===== src/verilog/prmc_pkg.sv =====
// constants and types for the power rail mode control block
package prmc_pkg;
  // register byte offsets
  localparam logic [7:0] ALWAYS_ON_POWER_CONTROL_OFS = 8'h00;
  localparam logic [7:0] POWER_CONTROL_OFS = 8'h04;
  localparam logic [7:0] CONVERTER_CONTROL_OFS = 8'h08;
  localparam logic [7:0] POWER_LEVEL_OFS = 8'h0C;
  localparam logic [7:0] RAIL_STATUS_OFS = 8'h10;
  // always_on_power_control fields
  localparam int AON_TIE_RES_LSB = 0;
  localparam int AON_CLAMP_SEL_OFF_BIT = 2;
  localparam int AON_POR_MASK_BIT = 3;
  localparam int AON_TRIM_LSB = 4;
  localparam int AON_CORE_RET_BIT = 8;
  // power_control fields
  localparam int PWR_LOW_REG_LSB = 0;
  localparam int PWR_CORE_RET_BIT = 2;
  localparam int PWR_HI_CMP_BIT = 3;
  localparam int PWR_POR_DIS_BIT = 4;
  localparam int PWR_TIE_SW_BIT = 5;
  // converter_control / power_level fields
  localparam int CNV_ON_BIT = 0;
  localparam int LVL_SEL_LSB = 0;
  // reset values and field encodings
  localparam logic [1:0] TIE_RES_DIODE = 2'h0;
  localparam logic [1:0] TIE_RES_FORCE = 2'h1;
  localparam logic [1:0] TIE_RES_SW = 2'h2;
  localparam logic [1:0] TIE_RES_HW = 2'h3;
  localparam logic [3:0] TRIM_RST = 4'hE;
  localparam logic [1:0] LOW_REG_RST = 2'h3;
  localparam logic [1:0] LOW_REG_OFF = 2'h1;
  localparam logic [1:0] LVL_1V8 = 2'h0;
  localparam logic [1:0] LVL_2V5 = 2'h1;
  localparam logic [1:0] LVL_3V0 = 2'h2;
  localparam logic [1:0] RESP_OKAY = 2'h0;
  localparam logic [1:0] RESP_SLVERR = 2'h2;
  typedef enum logic [1:0] {
    PRMC_ACTIVE = 2'b00,
    PRMC_SLEEP = 2'b01,
    PRMC_DEEP = 2'b10,
    PRMC_HIBERN = 2'b11
  } prmc_mode_t;
endpackage


===== src/verilog/prmc_if.sv =====
// control field bundle between register file and rail decoder
`timescale 1ns/100ps
interface prmc_if;
  logic [1:0] tie_res_ctrl;
  logic clamp_sel_off;
  logic por_mask;
  logic [3:0] trim;
  logic core_ret;
  logic [1:0] low_reg_ctrl;
  logic hi_cmp_on;
  logic por_dis;
  logic tie_sw_on;
  logic conv_on;
  logic [1:0] conv_sel;
  modport regs (output tie_res_ctrl, clamp_sel_off, por_mask, trim, core_ret, low_reg_ctrl,
    hi_cmp_on, por_dis, tie_sw_on, conv_on, conv_sel);
  modport dec (input tie_res_ctrl, clamp_sel_off, por_mask, trim, core_ret, low_reg_ctrl,
    hi_cmp_on, por_dis, tie_sw_on, conv_on, conv_sel);
endinterface


===== src/verilog/prmc_top.sv =====
// power rail mode control: axi4-lite register file and rail enables
//
// Overview of operation
// - hibernation clamp uses lower rail; select-off bit forces high rail
// - converter stops when system domain is down, restarts when it returns
// - after reset the tie resistor control selects diodes, switch open
// - tie control 0x2 with core retention ties rails during sleep
// - tie control 0x3 with comparator and retention ties rails near 50 mV
// - boost converter defaults 1.8 V, selectable 2.5 V or 3.0 V
// - masked high-rail detector: status readable, no reset
// - disabled high-rail detector: no reset, status unavailable
// - shorted rails are identified as boost configuration
`timescale 1ns/100ps
module prmc_top (
  input wire logic core_clk,
  input wire logic resetn,
  input wire logic [7:0] s_axi_awaddr,
  input wire logic s_axi_awvalid,
  output logic s_axi_awready,
  input wire logic [31:0] s_axi_wdata,
  input wire logic [3:0] s_axi_wstrb,
  input wire logic s_axi_wvalid,
  output logic s_axi_wready,
  output logic [1:0] s_axi_bresp,
  output logic s_axi_bvalid,
  input wire logic s_axi_bready,
  input wire logic [7:0] s_axi_araddr,
  input wire logic s_axi_arvalid,
  output logic s_axi_arready,
  output logic [31:0] s_axi_rdata,
  output logic [1:0] s_axi_rresp,
  output logic s_axi_rvalid,
  input wire logic s_axi_rready,
  input wire prmc_pkg::prmc_mode_t power_mode,
  input wire logic system_domain_up,
  input wire logic boost_detected,
  input wire logic high_near_low,
  input wire logic por_high_raw,
  output logic clamp_from_high_ff,
  output logic [3:0] clamp_trim_ff,
  output logic converter_run_ff,
  output logic [1:0] converter_level_ff,
  output logic [1:0] low_regulator_mode_ff,
  output logic core_retention_ff,
  output logic high_comparator_ff,
  output logic rail_tie_switch_ff,
  output logic por_high_reset_ff,
  output logic boost_mode_ff
);
  // ---------------------------------------------------------------
  // control register fields and status
  // ---------------------------------------------------------------
  logic [1:0] tie_res_ff;
  logic clamp_sel_off_ff;
  logic por_mask_ff;
  logic [3:0] trim_ff;
  logic core_ret_ff;
  logic [1:0] low_reg_ff;
  logic hi_cmp_ff;
  logic por_dis_ff;
  logic tie_sw_ff;
  logic conv_on_ff;
  logic [1:0] conv_sel_ff;
  logic boost_seen_ff;
  logic por_status;
  logic por_status_valid;
  prmc_if cfg ();

  // ---------------------------------------------------------------
  // axi4-lite handshake
  // ---------------------------------------------------------------
  logic aw_hold_ff;
  logic w_hold_ff;
  logic [7:0] aw_addr_ff;
  logic [31:0] w_data_ff;
  logic [3:0] w_strb_ff;
  logic do_write;

  function automatic logic addr_ok(input logic [7:0] a);
    addr_ok = (a == prmc_pkg::ALWAYS_ON_POWER_CONTROL_OFS) ||
      (a == prmc_pkg::POWER_CONTROL_OFS) || (a == prmc_pkg::CONVERTER_CONTROL_OFS) ||
      (a == prmc_pkg::POWER_LEVEL_OFS) || (a == prmc_pkg::RAIL_STATUS_OFS);
  endfunction

  assign do_write = aw_hold_ff && w_hold_ff && !s_axi_bvalid;

  always_ff @(posedge core_clk) begin
    if (!resetn) begin
      aw_hold_ff <= 1'b0;
      aw_addr_ff <= 8'h00;
      s_axi_awready <= 1'b0;
    end else begin
      s_axi_awready <= !aw_hold_ff && !s_axi_awready && s_axi_awvalid;
      if (s_axi_awvalid && s_axi_awready) begin
        aw_hold_ff <= 1'b1;
        aw_addr_ff <= s_axi_awaddr;
      end else if (do_write) begin
        aw_hold_ff <= 1'b0;
      end
    end
  end

  always_ff @(posedge core_clk) begin
    if (!resetn) begin
      w_hold_ff <= 1'b0;
      w_data_ff <= 32'h00000000;
      w_strb_ff <= 4'h0;
      s_axi_wready <= 1'b0;
    end else begin
      s_axi_wready <= !w_hold_ff && !s_axi_wready && s_axi_wvalid;
      if (s_axi_wvalid && s_axi_wready) begin
        w_hold_ff <= 1'b1;
        w_data_ff <= s_axi_wdata;
        w_strb_ff <= s_axi_wstrb;
      end else if (do_write) begin
        w_hold_ff <= 1'b0;
      end
    end
  end

  always_ff @(posedge core_clk) begin
    if (!resetn) begin
      s_axi_bvalid <= 1'b0;
      s_axi_bresp <= prmc_pkg::RESP_OKAY;
    end else if (do_write) begin
      s_axi_bvalid <= 1'b1;
      s_axi_bresp <= addr_ok(aw_addr_ff) ? prmc_pkg::RESP_OKAY : prmc_pkg::RESP_SLVERR;
    end else if (s_axi_bready) begin
      s_axi_bvalid <= 1'b0;
    end
  end

  // ---------------------------------------------------------------
  // register writes
  // ---------------------------------------------------------------
  always_ff @(posedge core_clk) begin
    if (!resetn) begin
      tie_res_ff <= prmc_pkg::TIE_RES_DIODE;
      clamp_sel_off_ff <= 1'b0;
      por_mask_ff <= 1'b0;
      trim_ff <= prmc_pkg::TRIM_RST;
      core_ret_ff <= 1'b0;
      low_reg_ff <= prmc_pkg::LOW_REG_RST;
      hi_cmp_ff <= 1'b0;
      por_dis_ff <= 1'b0;
      tie_sw_ff <= 1'b0;
      conv_on_ff <= 1'b0;
      conv_sel_ff <= prmc_pkg::LVL_1V8;
    end else if (do_write) begin // fields held until rewritten
      case (aw_addr_ff)
        prmc_pkg::ALWAYS_ON_POWER_CONTROL_OFS: begin
          if (w_strb_ff[0]) begin
            tie_res_ff <= w_data_ff[prmc_pkg::AON_TIE_RES_LSB +: 2];
            clamp_sel_off_ff <= w_data_ff[prmc_pkg::AON_CLAMP_SEL_OFF_BIT];
            por_mask_ff <= w_data_ff[prmc_pkg::AON_POR_MASK_BIT];
            trim_ff <= w_data_ff[prmc_pkg::AON_TRIM_LSB +: 4];
          end
          if (w_strb_ff[1]) begin
            core_ret_ff <= w_data_ff[prmc_pkg::AON_CORE_RET_BIT];
          end
        end
        prmc_pkg::POWER_CONTROL_OFS: begin
          if (w_strb_ff[0]) begin
            low_reg_ff <= w_data_ff[prmc_pkg::PWR_LOW_REG_LSB +: 2];
            core_ret_ff <= w_data_ff[prmc_pkg::PWR_CORE_RET_BIT];
            hi_cmp_ff <= w_data_ff[prmc_pkg::PWR_HI_CMP_BIT];
            por_dis_ff <= w_data_ff[prmc_pkg::PWR_POR_DIS_BIT];
            tie_sw_ff <= w_data_ff[prmc_pkg::PWR_TIE_SW_BIT];
          end
        end
        prmc_pkg::CONVERTER_CONTROL_OFS: begin
          if (w_strb_ff[0]) begin
            conv_on_ff <= w_data_ff[prmc_pkg::CNV_ON_BIT];
          end
        end
        prmc_pkg::POWER_LEVEL_OFS: begin
          if (w_strb_ff[0]) begin
            conv_sel_ff <= w_data_ff[prmc_pkg::LVL_SEL_LSB +: 2];
          end
        end
        default: begin
        end
      endcase
    end
  end

  // boost identification resampled every cycle after reset release
  always_ff @(posedge core_clk) begin
    if (!resetn) begin
      boost_seen_ff <= 1'b0;
    end else begin
      boost_seen_ff <= boost_detected; // shorted rails read as boost
    end
  end

  // ---------------------------------------------------------------
  // register reads
  // ---------------------------------------------------------------
  function automatic logic [31:0] read_word(input logic [7:0] a);
    read_word = 32'h00000000;
    case (a)
      prmc_pkg::ALWAYS_ON_POWER_CONTROL_OFS: begin
        read_word[prmc_pkg::AON_TIE_RES_LSB +: 2] = tie_res_ff;
        read_word[prmc_pkg::AON_CLAMP_SEL_OFF_BIT] = clamp_sel_off_ff;
        read_word[prmc_pkg::AON_POR_MASK_BIT] = por_mask_ff;
        read_word[prmc_pkg::AON_TRIM_LSB +: 4] = trim_ff;
        read_word[prmc_pkg::AON_CORE_RET_BIT] = core_ret_ff;
      end
      prmc_pkg::POWER_CONTROL_OFS: begin
        read_word[prmc_pkg::PWR_LOW_REG_LSB +: 2] = low_reg_ff;
        read_word[prmc_pkg::PWR_CORE_RET_BIT] = core_ret_ff;
        read_word[prmc_pkg::PWR_HI_CMP_BIT] = hi_cmp_ff;
        read_word[prmc_pkg::PWR_POR_DIS_BIT] = por_dis_ff;
        read_word[prmc_pkg::PWR_TIE_SW_BIT] = tie_sw_ff;
      end
      prmc_pkg::CONVERTER_CONTROL_OFS: read_word[prmc_pkg::CNV_ON_BIT] = conv_on_ff;
      prmc_pkg::POWER_LEVEL_OFS: read_word[prmc_pkg::LVL_SEL_LSB +: 2] = conv_sel_ff;
      prmc_pkg::RAIL_STATUS_OFS: begin
        read_word[0] = por_status;
        read_word[1] = por_status_valid;
        read_word[2] = boost_seen_ff;
        read_word[3] = converter_run_ff;
        read_word[4] = rail_tie_switch_ff;
      end
      default: read_word = 32'h00000000;
    endcase
  endfunction

  always_ff @(posedge core_clk) begin
    if (!resetn) begin
      s_axi_arready <= 1'b0;
      s_axi_rvalid <= 1'b0;
      s_axi_rdata <= 32'h00000000;
      s_axi_rresp <= prmc_pkg::RESP_OKAY;
    end else begin
      s_axi_arready <= !s_axi_arready && !s_axi_rvalid && s_axi_arvalid;
      if (s_axi_arvalid && s_axi_arready) begin
        s_axi_rvalid <= 1'b1;
        s_axi_rdata <= read_word(s_axi_araddr);
        s_axi_rresp <= addr_ok(s_axi_araddr) ? prmc_pkg::RESP_OKAY : prmc_pkg::RESP_SLVERR;
      end else if (s_axi_rready) begin
        s_axi_rvalid <= 1'b0;
      end
    end
  end

  // ---------------------------------------------------------------
  // rail enables
  // ---------------------------------------------------------------
  assign cfg.tie_res_ctrl = tie_res_ff;
  assign cfg.clamp_sel_off = clamp_sel_off_ff;
  assign cfg.por_mask = por_mask_ff;
  assign cfg.trim = trim_ff;
  assign cfg.core_ret = core_ret_ff;
  assign cfg.low_reg_ctrl = low_reg_ff;
  assign cfg.hi_cmp_on = hi_cmp_ff;
  assign cfg.por_dis = por_dis_ff;
  assign cfg.tie_sw_on = tie_sw_ff;
  assign cfg.conv_on = conv_on_ff;
  assign cfg.conv_sel = conv_sel_ff;

  prmc_rail_decode u_dec (
    .core_clk(core_clk),
    .resetn(resetn),
    .cfg(cfg),
    .mode(power_mode),
    .sys_domain_up(system_domain_up),
    .boost_mode(boost_seen_ff),
    .high_near_low(high_near_low),
    .por_high_raw(por_high_raw),
    .clamp_from_high_ff(clamp_from_high_ff),
    .conv_run_ff(converter_run_ff),
    .conv_level_ff(converter_level_ff),
    .tie_switch_ff(rail_tie_switch_ff),
    .por_reset_ff(por_high_reset_ff),
    .por_status_ff(por_status),
    .por_status_valid_ff(por_status_valid)
  );

  always_ff @(posedge core_clk) begin
    if (!resetn) begin
      clamp_trim_ff <= prmc_pkg::TRIM_RST;
      low_regulator_mode_ff <= prmc_pkg::LOW_REG_RST;
      core_retention_ff <= 1'b0;
      high_comparator_ff <= 1'b0;
      boost_mode_ff <= 1'b0;
    end else begin
      clamp_trim_ff <= trim_ff;
      low_regulator_mode_ff <= low_reg_ff;
      core_retention_ff <= core_ret_ff;
      high_comparator_ff <= hi_cmp_ff;
      boost_mode_ff <= boost_seen_ff;
    end
  end
endmodule // prmc_top


===== src/verilog/prmc_rail_decode.sv =====
// registered decode of control fields into analog enables
`timescale 1ns/100ps
module prmc_rail_decode (
  input wire logic core_clk,
  input wire logic resetn,
  prmc_if.dec cfg,
  input wire prmc_pkg::prmc_mode_t mode,
  input wire logic sys_domain_up,
  input wire logic boost_mode,
  input wire logic high_near_low,
  input wire logic por_high_raw,
  output logic clamp_from_high_ff,
  output logic conv_run_ff,
  output logic [1:0] conv_level_ff,
  output logic tie_switch_ff,
  output logic por_reset_ff,
  output logic por_status_ff,
  output logic por_status_valid_ff
);
  logic nxt_tie;
  logic sleeping;

  assign sleeping = (mode != prmc_pkg::PRMC_ACTIVE);

  always_comb begin
    nxt_tie = cfg.tie_sw_on;
    case (cfg.tie_res_ctrl)
      prmc_pkg::TIE_RES_FORCE: nxt_tie = 1'b1;
      prmc_pkg::TIE_RES_SW: nxt_tie = nxt_tie | (sleeping & cfg.core_ret);
      prmc_pkg::TIE_RES_HW: nxt_tie = nxt_tie | (sleeping & cfg.core_ret & cfg.hi_cmp_on
        & high_near_low);
      default: nxt_tie = cfg.tie_sw_on; // diode path only
    endcase
  end

  always_ff @(posedge core_clk) begin
    if (!resetn) begin
      tie_switch_ff <= 1'b0;
    end else begin
      tie_switch_ff <= nxt_tie;
    end
  end

  always_ff @(posedge core_clk) begin
    if (!resetn) begin
      clamp_from_high_ff <= 1'b0;
      conv_run_ff <= 1'b0;
      conv_level_ff <= prmc_pkg::LVL_1V8;
    end else begin
      clamp_from_high_ff <= cfg.clamp_sel_off;
      conv_run_ff <= cfg.conv_on & sys_domain_up;
      conv_level_ff <= (boost_mode && cfg.conv_sel == 2'h3) ? prmc_pkg::LVL_3V0
        : cfg.conv_sel;
    end
  end

  always_ff @(posedge core_clk) begin
    if (!resetn) begin
      por_reset_ff <= 1'b0;
      por_status_ff <= 1'b0;
      por_status_valid_ff <= 1'b0;
    end else begin
      por_reset_ff <= por_high_raw & ~cfg.por_mask & ~cfg.por_dis;
      por_status_ff <= por_high_raw & ~cfg.por_dis;
      por_status_valid_ff <= ~cfg.por_dis;
    end
  end
endmodule // prmc_rail_decode


===== config.mk =====
export PLATFORM = sky130hd
export DESIGN_NAME = prmc_top
export DESIGN_NICKNAME = d
export VERILOG_FILES = /design/src/verilog/prmc_pkg.sv /design/src/verilog/prmc_if.sv /design/src/verilog/prmc_top.sv /design/src/verilog/prmc_rail_decode.sv
export SDC_FILE = /design/constraint.sdc
export NUM_CORES = 1
export LEC_CHECK = 0
export BUFFER_PORTS_ARGS = -buffer_cell sky130_fd_sc_hd__buf_2
export CAP_MARGIN = 5
export CORE_MARGIN = 10
export CORE_UTILIZATION = 43
export CTS_CLUSTER_DIAMETER = 50
export CTS_CLUSTER_SIZE = 12
export DETAILED_ROUTE_END_ITERATION = 10
export PLACE_DENSITY_LB_ADDON = 0.08
export SKIP_LAST_GASP = 1
export SYNTH_ARGS = -nofsm -noshare
export SYNTH_HDL_FRONTEND = slang
export SYNTH_SLANG_ARGS = --single-unit

===== constraint.sdc =====
create_clock -name core_clk -period 1.8 [get_ports core_clk]
set_input_delay 0.36 -clock core_clk [delete_from_list [all_inputs] [get_ports core_clk]]
set_output_delay 0.36 -clock core_clk [all_outputs]
set_load 0.02 [all_outputs]

Word-level counts from Yosys, hierarchy flattened --
Index checks and enable logic that the tools add are counted.
Storage, ports and cells: register bits 74, input bits 65, output and inout bits 56, word-level logic and storage cells 124
Operators by class: equal/unequal tests 14, muxes and demuxes 19, bitwise gates (word level) 12, reduce and logical (&&, ||, !) cells 41
Operator list (count):
- $eq 8x4->1 const B | 4
- $eq 8x3->1 const B | 2
- $eq 8x5->1 const B | 2
- $logic_not 8->1 | 2
- $logic_and 1x1->1 | 12
- $reduce_and 3->1 | 4
- $reduce_bool 2->1 | 6
- $mux 1 | 9
- $pmux 3 s3 | 1
- $logic_or 1x1->1 | 8
- $and 1x1->1 | 7
- $logic_not 1->1 | 7
- $eq 2x2->1 const B | 3
- $mux 2 | 3
- $pmux 1 s5 | 1
- $ne 2x2->1 const B | 2
- $pmux 1 s2 | 2
- $pmux 1 s4 | 1
- $reduce_and 4->1 | 1
- $mux 3 | 1
- $not 1->1 | 3
- $pmux 1 s3 | 1
- $eq 2x1->1 const B | 1
- $or 1x1->1 | 2
- $reduce_or 2->1 | 1

Logic depth before layout (Yosys ltp) --
depth after elaboration 6, mapped depth 5, gate-level depth less buffers 4

Hierarchy --
From an unflattened synthesis, not the netlist that was laid out.
Second synthesis, totals: cells, all modules 317, area total of the unflattened synthesis 2932.8 um^2
By module, submodules not included:
- prmc_top | instances 1, cells an instance 296, area an instance 2682.6 um^2, seq. area each 1281.2 um^2
- prmc_rail_decode | instances 1, cells an instance 21, area an instance 250.2 um^2, seq. area each 160.2 um^2

Least setup slack after synthesis --
OpenSTA, ideal clock, no wires.
kind reg2reg, from register aw_addr_ff[0], to register trim_ff[1], in the netlist cfg.trim[1], setup time 0.128 ns, arrival time 1.792 ns, data required time 1.672 ns, slack -0.120 ns, stages on the path, launching flop included 6, buffers on the path 1, period minus slack after synthesis 1.920 ns, cell sequence dfxtp_1 or4_4 buf_6 nor4_4 mux2i_1 nand2_1
Between the ends: cells in the longest elaborated chain, start to end 2
Ends and longest elaborated chain:
- start: declaration | line prmc_top.sv:74 | logic [7:0] aw_addr_ff;
- start signal: assignment | line prmc_top.sv:96 | aw_addr_ff <= s_axi_awaddr;
- $logic_not 8->1 | line prmc_top.sv:150 | case (aw_addr_ff)
- $reduce_and 3->1 (no line)
- end signal: assignment | line prmc_top.sv:141 | trim_ff <= prmc_pkg::TRIM_RST;
- end signal: assignment | line prmc_top.sv:156 | trim_ff <= w_data_ff[prmc_pkg::AON_TRIM_LSB +: 4];
- end: declaration | line prmc_top.sv:56 | logic [3:0] trim_ff;
Every way passes these cells. A chain may end at the register's enable or synchronous reset.

Worst setup path after layout --
from register aw_addr_ff[6], to register tie_sw_ff, in the netlist cfg.tie_sw_on
Between the ends: cells in the longest elaborated chain, start to end 2
Ends and longest elaborated chain:
- $eq 8x3->1 | line prmc_top.sv:150
- $reduce_and 3->1 (no line)
- end signal: assignment | line prmc_top.sv:168 | tie_sw_ff <= w_data_ff[prmc_pkg::PWR_TIE_SW_BIT];
- end: declaration | line prmc_top.sv:61 | logic tie_sw_ff;
Every way passes these cells.

==> key figures <==
Logic synthesis
  – Ranking of synthesized cells by area: dfxtp_1 50%, mux2i_1 8.6%, nand2_1 6.9%
  – Yosys cell types: 38
  – Post-synthesis cell area: ~0.0029 mm²
  – Syn Inst Count: about 320
  – Syn. warnings: 0
  – Post-synth EDFFs: 0
  – Synth Register Bits: between 70 and 80
  – FFs w/ async S/R, synth: 0%
  – Sequential area share after synthesis: around half
  – Leading area contributor after synthesis: dfxtp_1
  – Top FF cell, synth: dfxtp_1
  – Syn_area_per_cell: ~9 µm²
  – Yosys top cell area share: 49.7%

Die
  – Num ports: 121
  – Die height: 102 µm
  – Starting Density: roughly 45%
  – Die area: between 0.01 and 0.015 mm²
  – Std cell rows: 29
  – Die width: just over 100 µm
  – Core Area: ~0.0065 mm²

Pwr
  – P_leak: 1.51 nW
  – Peak supply drop: approximately 0.50 mV
  – Pwr dens: between 800 and 900 mW/mm²

Worst setup path
  – CP Class: reg -> reg
  – CP arrival: around 2000 ps
  – Crit path capture type: register
  – Worst-path maximum fanout: 4
  – Peak per-stage delay on the critical path: a little under 600 ps
  – Crit start category: register
  – Critical Path, Cell by Cell: or4_4, nor4_4, buf_4, mux2i_1, nor2_1
  – Critical path's slowest cell: or4_4
  – Critical Path RT: approximately 2000 ps
  – Buffers & Inverters on Critical Path: 1
  – CP startpoint: aw_addr_ff[6]
  – Launch point of the worst reg-to-reg path: aw_addr_ff[6]
  – Family with the most delay on the worst path: simple AND/OR/NAND/NOR gates

GRT
  – First-pass GRT wire length: 11.3 mm
  – Met3 Usage GRT: approximately 4.0%
  – M1 GR Usage: a little under a fifth
  – Number of global-route vias before repair: 2418
  – Initial antenna violation count: 0
  – GRT Max-Usage Layer: met2
  – Met2 Resource Use GR: between 20% and 30%
  – Gr usage total: between 10% and 20%
  – Total gr overflow: 0
  – Pin count of the biggest net entering global routing: 40

Hold path
  – Hold path start: boost_detected
  – Worst Hold Class: in -> reg

Placement
  – RePlAce Congestion: slightly below 0.8
  – Post-DP HPWL: roughly 5.3 mm
  – Area after DPL: approximately 0.0033 mm²
  – Setup WS pre-CTS: around 2.2 ps
  – Port Buf Inserts: 70

Layout
  – Area Growth Syn to Fin: 21.5%
  – Total Nets Final: 464
  – Post-route design area: approximately 0.0035 mm²
  – FILL cells: about 640
  – Diode count: 0
  – Most frequent cells in the layout: 70 x buf_2, 69 x dfxtp_1, 53 x nand2_1
  – Most common cell after layout, fill and taps aside: buf_2
  – Ratio of cells with drive above 1 in the final layout: a little over a quarter

STA
  – Period utilization: between 90% and 100%
  – Final setup viols: 0
  – Fin. max-slew vios: 0
  – Fin. Hold Viols: 0
  – Post-route setup slack: ~8.8 ps
  – Clock skew: 6.92 ps
  – F_max: 558 MHz
  – Crit path time final: about 1800 ps
  – RSZ-0062 raised after global routing: yes

Drt
  – Wirelength, routed: 6.98 mm
  – 1st-pass router iterations: 4
  – Avg Vias per Cell: roughly 4.9
  – Via count: 2353
  – Starting DRC count in detailed routing: approximately 100
  – DRC viols: 0
  – DR WL/cell: between 10 and 15 µm
  – Routed Antenna Nets: 0

CTS
  – Clock sinks: ~70
  – Clk_lat worst skew: about 330 ps
  – Max Buffers Root-to-Sink: 2
  – CTS tree: yes
  – H-tree depth: 3
  – Clk pin slew, worst setup/hold paths: 70 ps
  – Clk root buf: clkbuf_8
  – Inserted Clock Buffers: 9
  – Hold_buf cts: 0

Outcome
  – Status: completed

Run
  – Maxcap violations: 0
-- sequential cells by signal, indices dropped and copies added (netlist names), 2 cells and up --
register               flops
w_data_ff                  9
w_strb_ff                  2
cfg.trim                   4
clamp_trim_ff              4
aw_addr_ff                 8
cfg.tie_res_ctrl           2
cfg.low_reg_ctrl           2
low_regulator_mode_ff      2
cfg.conv_sel               2
u_dec.conv_level_ff        2
s_axi_rdata                9
-- synth_stat cells, types with 3 or more instances --
library cell	number
dfxtp_1	72
nand2_1	53
a21oi_1	29
buf_4	25
mux2i_1	25
nor2_1	18
clkbuf_1	15
nand3_1	11
and2_1	8
nand2b_1	8
o21ai_0	8
nor3_1	7
inv_1	6
a22oi_1	4
nor4_1	4
a32oi_1	3
-- cells by family (layout without fill, tap and decap cells) --
logic type | after synthesis | in the layout | synth area share [%]
buf+inv | 48 | 106 | 9.70
flops | 72 | 72 | 49.7
compound gates | 50 | 50 | 9.96
mux | 25 | 25 | 8.62
simple gates | 125 | 125 | 21.9
other cells | 1 | 25 | 0.129
-- metrics by stage --
step                      hold slack, ps  std cells  total power, mW  setup TNS (ps)  util (%)
after floorplan                      413        345             1.88            -261         -
after global placement               432        464             1.91               0      51.2
after detailed placement             434        464             1.92               0      51.2
after CTS                            229        480             3.19           -1.17      54.5
after global routing                 249        480             3.27            -690      54.6
final                                246        480             3.16               0      54.6
-- report_power, final --
group	internal (mW)	leakage, nW	total, mW	switching, mW
Sequential	1.62	0.585	1.64	0.0231
Clock	0.713	0.0997	1.27	0.558
Combinational	0.0880	0.826	0.248	0.160
Total	2.42	1.51	3.16	0.742
-- worst register-to-register path, cell delays in order, from the launching register on --
cell     delay, ps
dfxtp_1        310
or4_4          590
nor4_4         340
buf_4          200
mux2i_1        180
nor2_1          50
-- worst paths after layout --
kind,endpoint,slack [ps],cells after the start
max,cfg.tie_sw_on,9,5
min reg2reg,low_regulator_mode_ff[0],450,2
min,boost_seen_ff,250,2
max reg2reg,cfg.tie_sw_on,9,5
-- area by class of cell --
type / count / area, µm² / area share (%)
Sequential cell: 72 / 1450 / 41.0
Multi-Input combinational cell: 225 / 1280 / 36.2
Timing Repair Buffer: 85 / 488 / 13.8
Clock buffer: 13 / 159 / 4.51
Tap cell: 77 / 96.3 / 2.73
Clock inverter: 2 / 38.8 / 1.10
Inverter: 6 / 22.5 / 0.639
-- metal layers --
metal	part of all wire, %	up-vias
li1	-	1202
met1	50	1059
met2	42	80
met3	6.8	12
met4	1.6	0
met5	0	-
-- what timing repair did --
item | 4_1_cts | 5_1_grt
buffers inserted | 1 | 0
endpoints found under the hold margin | 0 | 0
endpoints found under the setup margin | 2 | 14
cloned | 0 | 0
pin swaps | 1 | 0
gates resized for setup | 0 | 1
Note: power is estimated with default switching activity, not from simulation.
